**config.mk**
```make
export PLATFORM = sky130hd
export DESIGN_NAME = sfp_prog_entry
export DESIGN_NICKNAME = d
export VERILOG_FILES = /design/src/sfp_pkg.sv /design/src/sfp_fifo_if.sv /design/src/sfp_prog_entry.sv /design/src/sfp_fifo.sv /design/src/sfp_uart_rx.sv
export SDC_FILE = /design/constraint.sdc
export NUM_CORES = 1
export LEC_CHECK = 0
export ABC_AREA = 0
export BUFFER_PORTS_ARGS = -buffer_cell sky130_fd_sc_hd__clkbuf_2
export CAP_MARGIN = 20
export CORE_MARGIN = 3
export CORE_UTILIZATION = 35
export CTS_CLUSTER_SIZE = 10
export DETAILED_ROUTE_END_ITERATION = 8
export SYNTH_ARGS = -nofsm -noshare
export SYNTH_HDL_FRONTEND = slang
export SYNTH_SLANG_ARGS = --single-unit
```
**constraint.sdc**
```tcl
create_clock -name clk -period 5.15 [get_ports clk]
set_clock_uncertainty 0.1 [all_clocks]
set_input_delay 1.03 -clock clk [delete_from_list [all_inputs] [get_ports clk]]
set_output_delay 1.03 -clock clk [all_outputs]
set_load 0.02 [all_outputs]
```
**src/sfp_pkg.sv**
```systemverilog
/*
  Constants shared by the serial programming entry block: clock rate,
  link rates, bit period counts, rate selector codes, entry timing.
  Assumes a single 25 MHz clock from the internal fast oscillator.
*/
package sfp_pkg;
  localparam int unsigned CLK_HZ = 25_000_000;
  localparam int unsigned RATE_1M_BPS = 1_000_000;
  localparam int unsigned RATE_500K_BPS = 500_000;
  localparam int unsigned RATE_250K_BPS = 250_000;
  localparam int unsigned RATE_115K2_BPS = 115_200;
  localparam int unsigned DIV_W = 8;
  // Bit periods in clocks, rounded down
  localparam logic [7:0] DIV_1M = 8'(CLK_HZ / RATE_1M_BPS);
  localparam logic [7:0] DIV_500K = 8'(CLK_HZ / RATE_500K_BPS);
  localparam logic [7:0] DIV_250K = 8'(CLK_HZ / RATE_250K_BPS);
  localparam logic [7:0] DIV_115K2 = 8'(CLK_HZ / RATE_115K2_BPS);
  localparam logic [1:0] RSEL_1M = 2'h0;
  localparam logic [1:0] RSEL_500K = 2'h1;
  localparam logic [1:0] RSEL_250K = 2'h2;
  localparam logic [1:0] RSEL_115K2 = 2'h3;
  // Clocks after reset release before the synchronised mode line is valid
  localparam logic [1:0] SETTLE_CYCLES = 2'h2;
  localparam int unsigned FRAME_BITS = 10;
  localparam int unsigned FIFO_DEPTH = 8;
  localparam int unsigned DATA_W = 8;
endpackage

```
**src/sfp_fifo_if.sv**
```systemverilog
/*
  Carrier between the entry block and its receive FIFO.
  Assumes both ends on the same clock.
*/
`timescale 1ns/1ns
interface sfp_fifo_if #(parameter int W = 8);
  logic wr_valid;
  logic wr_ready;
  logic [W-1:0] wr_data;
  logic rd_valid;
  logic rd_ready;
  logic [W-1:0] rd_data;
  modport fill (output wr_valid, output wr_data, input wr_ready,
                input rd_valid, input rd_data, output rd_ready);
  modport store (input wr_valid, input wr_data, output wr_ready,
                 output rd_valid, output rd_data, input rd_ready);
endinterface

```
**src/sfp_prog_entry.sv**
```systemverilog
/*
  Serial programming entry and link for the code flash.
  Assumes clk is the internal fast oscillator clock; pins arrive asynchronous.
*/
`timescale 1ns/1ns
module sfp_prog_entry #(
  parameter int FIFO_DEPTH = sfp_pkg::FIFO_DEPTH
) (
  input wire logic clk,
  input wire logic rst,
  input wire logic mode_select_line,
  input wire logic prog_rx_pin,
  output logic prog_tx_pin,
  input wire logic sw_in,
  output logic sw_out,
  output logic sw_oe,
  input wire logic [1:0] rate_sel,
  output logic prog_mode,
  output logic normal_mode,
  output logic single_wire_link,
  output logic pin_hold_reset,
  output logic clk_src_internal,
  output logic [7:0] rx_data,
  output logic rx_valid,
  input wire logic rx_ready,
  input wire logic [7:0] tx_data,
  input wire logic tx_valid,
  output logic tx_ready,
  output logic overrun,
  output logic frame_err,
  input wire logic err_clr
);
  // ----------------------------------------
  // Pin synchronisers
  // ----------------------------------------
  logic ms_s1_q, ms_s2_q, rx_s1_q, rx_s2_q, sw_s1_q, sw_s2_q, sw_prev_q;

  always_ff @(posedge clk or posedge rst) begin
    if (rst) begin
      ms_s1_q <= 1'b1;
      ms_s2_q <= 1'b1;
      rx_s1_q <= 1'b1;
      rx_s2_q <= 1'b1;
      sw_s1_q <= 1'b1;
      sw_s2_q <= 1'b1;
      sw_prev_q <= 1'b1;
    end else begin
      ms_s1_q <= mode_select_line;
      ms_s2_q <= ms_s1_q;
      rx_s1_q <= prog_rx_pin;
      rx_s2_q <= rx_s1_q;
      sw_s1_q <= sw_in;
      sw_s2_q <= sw_s1_q;
      sw_prev_q <= sw_s2_q;
    end
  end

  // ----------------------------------------
  // Mode selection
  // ----------------------------------------
  typedef enum logic [2:0] {ST_SETTLE = 3'b001, ST_NORMAL = 3'b010, ST_PROG = 3'b100} sfp_mode_t;
  sfp_mode_t st_q, st_d;
  logic [1:0] settle_q, settle_d;
  logic single_q, single_d;
  logic sw_fall;

  assign sw_fall = sw_prev_q && !sw_s2_q;

  always_comb begin
    st_d = st_q;
    settle_d = settle_q;
    single_d = single_q;
    case (st_q)
      ST_SETTLE: begin
        // Mode line sampled once, after it has crossed both flops
        if (settle_q == sfp_pkg::SETTLE_CYCLES) begin
          st_d = ms_s2_q ? ST_NORMAL : ST_PROG;
        end else begin
          settle_d = settle_q + 1'b1;
        end
      end
      ST_NORMAL: begin
        // Start bit from a programmer on the single wire
        if (sw_fall) begin
          st_d = ST_PROG;
          single_d = 1'b1;
        end
      end
      ST_PROG: st_d = ST_PROG;
      default: st_d = ST_SETTLE;
    endcase
  end

  always_ff @(posedge clk or posedge rst) begin
    if (rst) begin
      st_q <= ST_SETTLE;
      settle_q <= 2'h0;
      single_q <= 1'b0;
    end else begin
      st_q <= st_d;
      settle_q <= settle_d;
      single_q <= single_d;
    end
  end

  assign prog_mode = (st_q == ST_PROG);
  assign normal_mode = (st_q == ST_NORMAL);
  assign single_wire_link = single_q;
  // Other pins stay at their reset state while programming
  assign pin_hold_reset = prog_mode;
  // Crystal path unused while programming
  assign clk_src_internal = prog_mode;

  // ----------------------------------------
  // Bit rate
  // ----------------------------------------
  logic [7:0] div;

  always_comb begin
    case (rate_sel)
      sfp_pkg::RSEL_1M: div = sfp_pkg::DIV_1M;
      sfp_pkg::RSEL_500K: div = sfp_pkg::DIV_500K;
      sfp_pkg::RSEL_250K: div = sfp_pkg::DIV_250K;
      sfp_pkg::RSEL_115K2: div = sfp_pkg::DIV_115K2;
      default: div = sfp_pkg::DIV_115K2;
    endcase
  end

  // ----------------------------------------
  // Receive path
  // ----------------------------------------
  logic rx_line, rxb_valid, rxb_ferr;
  logic [7:0] rxb_data;
  logic ovr_q, ovr_d, ferr_q, ferr_d;
  sfp_fifo_if #(.W(sfp_pkg::DATA_W)) fq ();

  assign rx_line = single_q ? sw_s2_q : rx_s2_q;

  sfp_uart_rx u_rx (
    .clk(clk),
    .rst(rst),
    .en(prog_mode),
    .rx(rx_line),
    .div(div),
    .data(rxb_data),
    .valid(rxb_valid),
    .frame_err(rxb_ferr)
  );

  sfp_fifo #(.W(sfp_pkg::DATA_W), .DEPTH(FIFO_DEPTH)) u_fifo (
    .clk(clk),
    .rst(rst),
    .f(fq)
  );

  assign fq.wr_valid = rxb_valid;
  assign fq.wr_data = rxb_data;
  assign fq.rd_ready = rx_ready;
  assign rx_data = fq.rd_data;
  assign rx_valid = fq.rd_valid;

  // The wire cannot be paused, so a full FIFO drops the byte and flags it
  always_comb begin
    ovr_d = (rxb_valid && !fq.wr_ready) ? 1'b1 : (err_clr ? 1'b0 : ovr_q);
    ferr_d = rxb_ferr ? 1'b1 : (err_clr ? 1'b0 : ferr_q);
  end

  always_ff @(posedge clk or posedge rst) begin
    if (rst) begin
      ovr_q <= 1'b0;
      ferr_q <= 1'b0;
    end else begin
      ovr_q <= ovr_d;
      ferr_q <= ferr_d;
    end
  end

  assign overrun = ovr_q;
  assign frame_err = ferr_q;

  // ----------------------------------------
  // Transmit path
  // ----------------------------------------
  logic [9:0] tsh_q, tsh_d;
  logic [3:0] tbit_q, tbit_d;
  logic [7:0] ttick_q, ttick_d;
  logic tbusy_q, tbusy_d, tline_q, tline_d;

  // Half duplex on the single wire: no send while the synchronised wire is low
  assign tx_ready = prog_mode && !tbusy_q && !(single_q && !sw_s2_q);

  always_comb begin
    tsh_d = tsh_q;
    tbit_d = tbit_q;
    ttick_d = ttick_q;
    tbusy_d = tbusy_q;
    tline_d = tline_q;
    if (!tbusy_q) begin
      if (tx_valid && tx_ready) begin
        tsh_d = {1'b1, tx_data, 1'b0};
        tbusy_d = 1'b1;
        tbit_d = 4'h0;
        ttick_d = div - 1'b1;
        tline_d = 1'b0;
      end
    end else if (ttick_q == 8'h00) begin
      tbit_d = tbit_q + 1'b1;
      ttick_d = div - 1'b1;
      if (tbit_q == 4'(sfp_pkg::FRAME_BITS - 1)) begin
        tbusy_d = 1'b0;
        tline_d = 1'b1;
      end else begin
        tline_d = tsh_q[tbit_q + 1'b1];
      end
    end else begin
      ttick_d = ttick_q - 1'b1;
    end
  end

  always_ff @(posedge clk or posedge rst) begin
    if (rst) begin
      tsh_q <= 10'h3ff;
      tbit_q <= 4'h0;
      ttick_q <= 8'h00;
      tbusy_q <= 1'b0;
      tline_q <= 1'b1;
    end else begin
      tsh_q <= tsh_d;
      tbit_q <= tbit_d;
      ttick_q <= ttick_d;
      tbusy_q <= tbusy_d;
      tline_q <= tline_d;
    end
  end

  // Dedicated pin idles high when the single wire carries the link
  assign prog_tx_pin = single_q ? 1'b1 : tline_q;
  assign sw_out = tline_q;
  assign sw_oe = single_q && tbusy_q;

  // ----------------------------------------
  // Checks
  // ----------------------------------------
  // Start bit length, counted rather than unrolled
  logic [7:0] sb_cnt_q, sb_cnt_d;

  always_comb begin
    sb_cnt_d = (tbusy_q && tbit_q == 4'h0) ? sb_cnt_q + 8'h01 : 8'h00;
  end

  always_ff @(posedge clk or posedge rst) begin
    if (rst) begin
      sb_cnt_q <= 8'h00;
    end else begin
      sb_cnt_q <= sb_cnt_d;
    end
  end
endmodule // sfp_prog_entry

```
**src/sfp_fifo.sv**
```systemverilog
/*
  Flip-flop FIFO with valid/ready on both sides.
  Assumes one clock; rd_data is the head entry, registered storage.
*/
`timescale 1ns/1ns
module sfp_fifo #(
  parameter int W = 8,
  parameter int DEPTH = 8
) (
  input wire logic clk,
  input wire logic rst,
  sfp_fifo_if.store f
);
  localparam int AW = $clog2(DEPTH);
  logic [W-1:0] mem_q [DEPTH];
  logic [AW-1:0] wp_q, wp_d, rp_q, rp_d;
  logic [AW:0] cnt_q, cnt_d;
  logic push, pop;

  assign f.wr_ready = (cnt_q != (AW+1)'(DEPTH));
  assign f.rd_valid = (cnt_q != '0);
  assign f.rd_data = mem_q[rp_q];
  assign push = f.wr_valid && f.wr_ready;
  assign pop = f.rd_valid && f.rd_ready;

  always_comb begin
    wp_d = push ? ((wp_q == AW'(DEPTH-1)) ? '0 : wp_q + 1'b1) : wp_q;
    rp_d = pop ? ((rp_q == AW'(DEPTH-1)) ? '0 : rp_q + 1'b1) : rp_q;
    cnt_d = cnt_q + (AW+1)'(push) - (AW+1)'(pop);
  end

  always_ff @(posedge clk or posedge rst) begin
    if (rst) begin
      wp_q <= '0;
      rp_q <= '0;
      cnt_q <= '0;
    end else begin
      wp_q <= wp_d;
      rp_q <= rp_d;
      cnt_q <= cnt_d;
    end
  end

  always_ff @(posedge clk) begin
    if (push) begin
      mem_q[wp_q] <= f.wr_data;
    end
  end
endmodule // sfp_fifo

```
**src/sfp_uart_rx.sv**
```systemverilog
/*
  8N1 UART receiver for the programming link.
  Assumes rx is already synchronised and div is the bit period in clocks.
*/
`timescale 1ns/1ns
module sfp_uart_rx (
  input wire logic clk,
  input wire logic rst,
  input wire logic en,
  input wire logic rx,
  input wire logic [7:0] div,
  output logic [7:0] data,
  output logic valid,
  output logic frame_err
);
  typedef enum logic [2:0] {RX_IDLE = 3'b001, RX_BITS = 3'b010, RX_STOP = 3'b100} sfp_rx_st_t;
  sfp_rx_st_t st_q, st_d;
  // One bit wider: a bit and a half at the slowest rate exceeds 8 bits
  logic [8:0] tick_q, tick_d;
  logic [7:0] sh_q, sh_d;
  logic [2:0] bit_q, bit_d;
  logic valid_q, valid_d, ferr_q, ferr_d;

  always_comb begin
    st_d = st_q;
    tick_d = tick_q;
    sh_d = sh_q;
    bit_d = bit_q;
    valid_d = 1'b0;
    ferr_d = 1'b0;
    case (st_q)
      RX_IDLE: begin
        // Wait half a bit plus one bit to land in the middle of bit 0
        if (en && !rx) begin
          st_d = RX_BITS;
          tick_d = {1'b0, div} + {2'b00, div[7:1]};
          bit_d = '0;
        end
      end
      RX_BITS: begin
        if (tick_q == 9'h000) begin
          sh_d = {rx, sh_q[7:1]};
          // Sample spacing of exactly div clocks
          tick_d = {1'b0, div} - 9'h001;
          bit_d = bit_q + 1'b1;
          if (bit_q == 3'h7) begin
            st_d = RX_STOP;
          end
        end else begin
          tick_d = tick_q - 1'b1;
        end
      end
      RX_STOP: begin
        if (tick_q == 9'h000) begin
          valid_d = rx;
          ferr_d = !rx;
          st_d = RX_IDLE;
        end else begin
          tick_d = tick_q - 1'b1;
        end
      end
      default: st_d = RX_IDLE;
    endcase
  end

  always_ff @(posedge clk or posedge rst) begin
    if (rst) begin
      st_q <= RX_IDLE;
      tick_q <= 9'h000;
      sh_q <= 8'h00;
      bit_q <= 3'h0;
      valid_q <= 1'b0;
      ferr_q <= 1'b0;
    end else begin
      st_q <= st_d;
      tick_q <= tick_d;
      sh_q <= sh_d;
      bit_q <= bit_d;
      valid_q <= valid_d;
      ferr_q <= ferr_d;
    end
  end

  assign data = sh_q;
  assign valid = valid_q;
  assign frame_err = ferr_q;
endmodule // sfp_uart_rx

```
# Word level (Yosys, flattened, before mapping)
# Memories as Yosys holds them, arrays and structs flattened.
# Cells that the tools add are included.
totals:
  ram_bits: 64
  ff_bits: 73
  n_memories: 1
  word_cells: 144
  out_inout_bits: 20
  input_bits: 18
classes:
  n_reduce_logical: 33
  magnitude_cmp: 1
  add_sub_neg: 12
  mux: 46
  bitwise: 2
  n_eq_ne: 23
mem_list:
  columns: ["name", "depth", "width", "read_ports", "rd_clocked_by_memory_dff", "write_ports", "line_no", "source"]
  rows:
  - ["u_fifo.mem_q", 8, 8, 1, 0, 1, "sfp_fifo.sv:15", "logic [W-1:0] mem_q [DEPTH];"]
ops:
  columns: ["op", "n"]
  rows:
  - ["two-way mux 3 bit", 11]
  - ["one-hot mux 8 bit (4 select lines)", 1]
  - ["two-way mux 9 bit", 3]
  - ["one-hot mux 9 bit (3 select lines)", 1]
  - ["two-way mux 8 bit", 3]
  - ["two-way mux 1 bit", 20]
  - ["one-hot mux 3 bit (3 select lines)", 2]
  - ["subtractor 8 x 1 -> 8 bit (second input constant)", 2]
  - ["== test 3 bit (second input constant)", 5]
  - ["two-way mux 4 bit", 3]
  - ["!= test 2 x 1 -> 1 bit (second input constant)", 6]
  - ["AND reduction 2 bit", 6]
  - ["logical AND 1 bit", 10]
  - ["adder 3 x 1 -> 3 bit (second input constant)", 3]
  - ["adder 8 x 7 -> 9 bit", 1]
  - ["logical NOT 9 bit", 1]
  - ["subtractor 8 x 1 -> 9 bit (second input constant)", 1]
  - ["subtractor 9 x 1 -> 9 bit (second input constant)", 1]
  - ["logical NOT 8 bit", 1]
  - ["nonzero test 2 bit", 4]
  - ["== test 2 bit (second input constant)", 3]
  - ["== test 3 x 1 -> 1 bit (second input constant)", 2]
  - ["== test 3 x 2 -> 1 bit (second input constant)", 2]
  - ["one-hot mux 3 bit (2 select lines)", 1]
  - ["17 further kinds", 24]

# Depth between registers and ports, before layout
depth:
  depth_word: 7
  depth_mapped: 11
  mapped_depth_nobuf: 11

# Hierarchy
# Synthesis repeated with hierarchy kept, for this count alone.
hier_totals:
  cells_unflattened: 562
  hier_area_um2: 7136.8
modules_own_cells:
  columns: ["mod", "cells_each", "seq_area_each_um2", "instances", "area_each_um2"]
  rows:
  - ["sfp_fifo", 150, 2172.1, 1, 3095.5]
  - ["sfp_prog_entry", 184, 973.4, 1, 2030.7]
  - ["sfp_uart_rx", 228, 626.9, 1, 2010.7]

# Worst setup path after synthesis
# OpenSTA, ideal clock, no wires.
synth_timing:
  path_type: "reg2out"
  from: "register u_fifo.rp_q[0]"
  to: "output rx_data[0]"
  t_arrival_ps: 1981
  required_ps: 4020
  path_stages_with_launch: 5
  n_path_buf: 2
  setup_slack_ps: 2039
  path_cell_list: "dfrtp_1 -> clkbuf_1 -> buf_2 -> mux4_2 -> mux2_2"
synth_via:
  elab_chain_cells: 1
synth_rtl:
  columns: ["item", "line_no", "source"]
  rows:
  - ["start: declaration", "sfp_fifo.sv:16", "logic [AW-1:0] wp_q, wp_d, rp_q, rp_d;"]
  - ["start signal: assignment", "sfp_fifo.sv:39", "rp_q <= rp_d;"]
  - ["memory (8 x 8 bit)", null, null]
  - ["end: declaration", "sfp_prog_entry.sv:23", "output logic [7:0] rx_data,"]
# Every way passes these cells.

# Worst setup path after layout
layout_timing:
  from: "register u_fifo.rp_q[0]"
  to: "output rx_data[5]"
# The elaborated chain is that of the path after synthesis.

==> summary.md <==
| Metric | Value |
|---|---|
| Setup Buffers After CTS | `0` |
| Pin count of the biggest net entering global routing | `41` |
| Leak Pwr | `0.00289 uW` |
| Setup Total Neg Slack | `0 ns` |
| Total overflow reported by the global router | `0` |
| Antenna violations before repair | `0` |
| Critical-path maximum fanout | `13` |
| Detail Route Antenna Nets | `0` |
| Crit path setup slack, layout | `1.81 ns` |
| End of the worst register-to-register path | `u_rx.tick_q[6]$_DFFE_PP0P_` |
| Die extent in y | `141 um` |
| Worst Setup Slack post-DPL | `1.86 ns` |
| Worst max-slew margin expressed relative to the limit | `31.5%` |
| Time the worst path needs with I/O delays and setup | `3.34 ns` |
| Post-layout power | `3370 uW` |
| Via count normalized by instance count | `5.24` |
| MaxCap Viol Count | `0` |
| Worst-margin pin slew | `1.02 ns` |
| Kind of critical path | `reg -> out` |
| CTS tree | `done` |
| Die X-Extent | `141 um` |
| Total number of nets in the final design | `581` |
| Commonest non-fill, non-tap cells in the layout | `edfxtp_1, nand2_1, dfrtp_1` |
| Wire length of the first global-routing pass | `21.3 mm` |
| Number of standard cells after synthesis | `493` |
| Number of cells on the worst reg-to-reg path | `7` |
| Post-synthesis register bit count | `137` |
| Routed wire length | `12.8 mm` |
| Number of failing hold endpoints at the final stage | `0` |
| Core Rows | `48` |
| Effective utilization at floorplan | `36.3%` |
| Worst hold path startpoint | `ms_s1_q$_DFF_PP1_` |
| CTS root buf | `clkbuf_16` |
| Synthesized area divided by synthesized cell count | `13.0 sq um` |
| Drt drc | `0` |
| Number of H-tree levels | `4` |
| Main combinational cell family by area after synthesis | `simple AND/OR/NAND/NOR gates` |
| Via total after detailed routing | `4063` |
| Total of hold buffers inserted after clock tree synthesis | `0` |
| XOR/XNOR Fraction of Synth Area | `0.959%` |
| Final setup violation count | `0` |
| Detailed-routing iteration count for the pre-antenna-repair pass | `4` |
| Crit path arrival time | `2.21 ns` |
| Worst vdd rail ir drop | `0.332 mV` |
| PD cells | `454 mW/mm^2` |
| Core area | `0.0176 sq mm` |
| Count of pins over their slew limit | `0` |
| Syn_nets | `537` |
| Sinks on the clock net | `137` |
| Simple-gate area share of the yosys netlist | `11.6%` |
| Status | `complete, no violations` |
| Most used flip-flop cell after synthesis | `edfxtp_1` |
| Cell area after synthesis | `0.00639 sq mm` |
| Clk buf depth | `2` |
| Hold crit path type | `reg -> reg` |
| Compound-cell area share of the yosys netlist | `9.06%` |
| Number of I/O pins | `38` |
| Die area | `0.0199 sq mm` |
| I/O Buffers | `37` |
| Final cycle utilization of the critical path | `64.9%` |
| Multiplexer share of the synthesized area | `11.0%` |
| Required @ worst endpoint | `4.02 ns` |
| Diode insertion count for antenna repair | `0` |
| Post-CTS clock slew at the launch and capture registers of the worst setup and hold paths | `0.06 ns` |
| Vias in the first global route | `4179` |
| Share of layout cells above drive strength 1 | `26.7%` |
| Num CTS Buffers | `17` |
| Warnings from Yosys | `0` |
| Count of cell types in the netlist | `68` |
| Fill cell count | `1618` |
| Register area share after synthesis | `59.0%` |
| Hold Crit Depth | `0` |
| Violation count after the first detailed-routing iteration | `204` |
| Most frequent standard cell in the layout excluding fill and tap cells | `edfxtp_1` |
| Setup repair after global routing missed its margin | `no` |
| Sort of element at the start of the critical path | `flip-flop` |
| Highest Clock Rate | `299 MHz` |
| Placer Congestion | `0.831` |
| Synthesis-to-finish area growth | `16.2%` |
| Number of resized instances in the post-cts repair step | `0` |
| Nature of the critical path endpoint | `output port` |
| Total global-route track usage | `13.5%` |
| Routed WL per cell | `16.5 um` |
| Post-synth EDFFs | `64` |
| Insertion delay to the later sink of the worst-skew pair | `0.42 ns` |
| Final design area excluding fillers | `0.00743 sq mm` |
| Post-placement cell area | `0.00682 sq mm` |
| Terminating pin of the worst hold path | `ms_s2_q$_DFF_PP1_` |
| Reg-to-reg slack, setup | `2.33 ns` |
| Synthesized-area fraction occupied by adder cells | `5.20%` |
| Launch instance of the worst register-to-register path | `u_rx.tick_q[0]$_DFFE_PP0P_` |
| Share of flip-flops with an asynchronous set or reset after synthesis | `53.3%` |
| HPWL Detailed | `8.60 mm` |
[Yosys cell counts, types with 4 or more instances]
master    count  share of area [%]
clkbuf_1      9               0.53
o31ai_1       4               0.47
a21oi_1      16                1.3
mux2i_1       6               0.94
edfxtp_1     64                 30
mux4_2       18                6.3
dfrtp_1      54                 21
o21ai_0      21                1.6
nor3b_1       5               0.59
buf_2         5               0.39
nor2_1       20                1.2
or3_1         5               0.49
dfstp_2      19                7.8
nor3_1       17                1.3
a31oi_1       4               0.39
nand2_1      56                3.3
a21o_1        5               0.59
ha_1         25                4.9
inv_1        32                1.9
o221ai_1      4               0.55
nand2b_1      6               0.59
nand3_1       5               0.39
nor2b_1       6               0.59
mux2_2       19                3.3
xnor2_1       4               0.55
[flip-flops by register name, summed over array words and instances (netlist names), 3 cells and up]
register	flops
u_fifo.rp_q	3
st_q	3
tsh_q	9
u_rx.bit_q	3
u_rx.data	8
ttick_q	8
tbit_q	4
u_rx.st_q	3
u_fifo.mem_q	64
u_rx.tick_q	9
u_fifo.wp_q	3
u_fifo.cnt_q	4
[where the power goes]
| group | switching (uW) | leakage (uW) | internal (uW) |
|---|---|---|---|
| combinational | 362 | 0.00123 | 344 |
| sequential | 195 | 0.00139 | 1270 |
| clock | 517 | 0.000274 | 681 |
[worst max path at each step]
stage	start	to	slack [ns]	cells after the start
finish	u_fifo.rp_q[0]$_DFFE_PP0P_	rx_data[5]	1.81	4
detailed placement	u_fifo.rp_q[0]$_DFFE_PP0P_	rx_data[5]	1.86	3
floorplan	u_fifo.rp_q[0]$_DFFE_PP0P_	rx_data[0]	2.04	4
CTS	u_fifo.rp_q[0]$_DFFE_PP0P_	rx_data[5]	1.41	3
global route	u_fifo.rp_q[0]$_DFFE_PP0P_	rx_data[2]	1.71	4
global placement	u_fifo.rp_q[0]$_DFFE_PP0P_	rx_data[5]	1.92	3
[per-stage QoR]
| step | util (%) | cells | hold WS [ns] |
|---|---|---|---|
| 4_1_cts | 42.1 | 774 | 0.259 |
| 3_3_place_gp | 38.8 | 742 | 0.247 |
| 3_5_place_dp | 38.8 | 742 | 0.250 |
| 5_1_grt | 42.2 | 775 | 0.260 |
| 6_report | 42.2 | 775 | 0.257 |
| 2_1_floorplan | - | 493 | 0.245 |
[worst max-delay path: stages, from the launching register on]
cell      delay, ns
dfrtp_1        0.63
buf_16         0.22
mux4_2         0.49
mux2_2         0.29
clkbuf_2       0.16
[logic make-up after synthesis]
logic type,Yosys count
muxes,45
and+or+nand+nor,144
DFF,137
adders and majority gates,26
buffers and inverters,50
xor gates and xnor gates,7
AOI/OAI and AO/OA,84
[final cells by class]
class	instances	area [sq um]	area share (%)
flip-flops and latches	137	3770	50.7
multi-input cells	306	2430	32.7
repair buffers	42	243	3.27
inverters	33	124	1.67
clock inverters	15	156	2.10
clock buffers	17	425	5.72
well taps	225	282	3.79
[per-layer routing]
layer | track usage [%] | share of wire, %
met1 | 16.6 | 46
met2 | 23.0 | 50
met3 | 3.90 | 3.9
met4 | 3.98 | 0.97
met5 | 0 | 0
No activity file was read; power rests on OpenSTA's default activity.
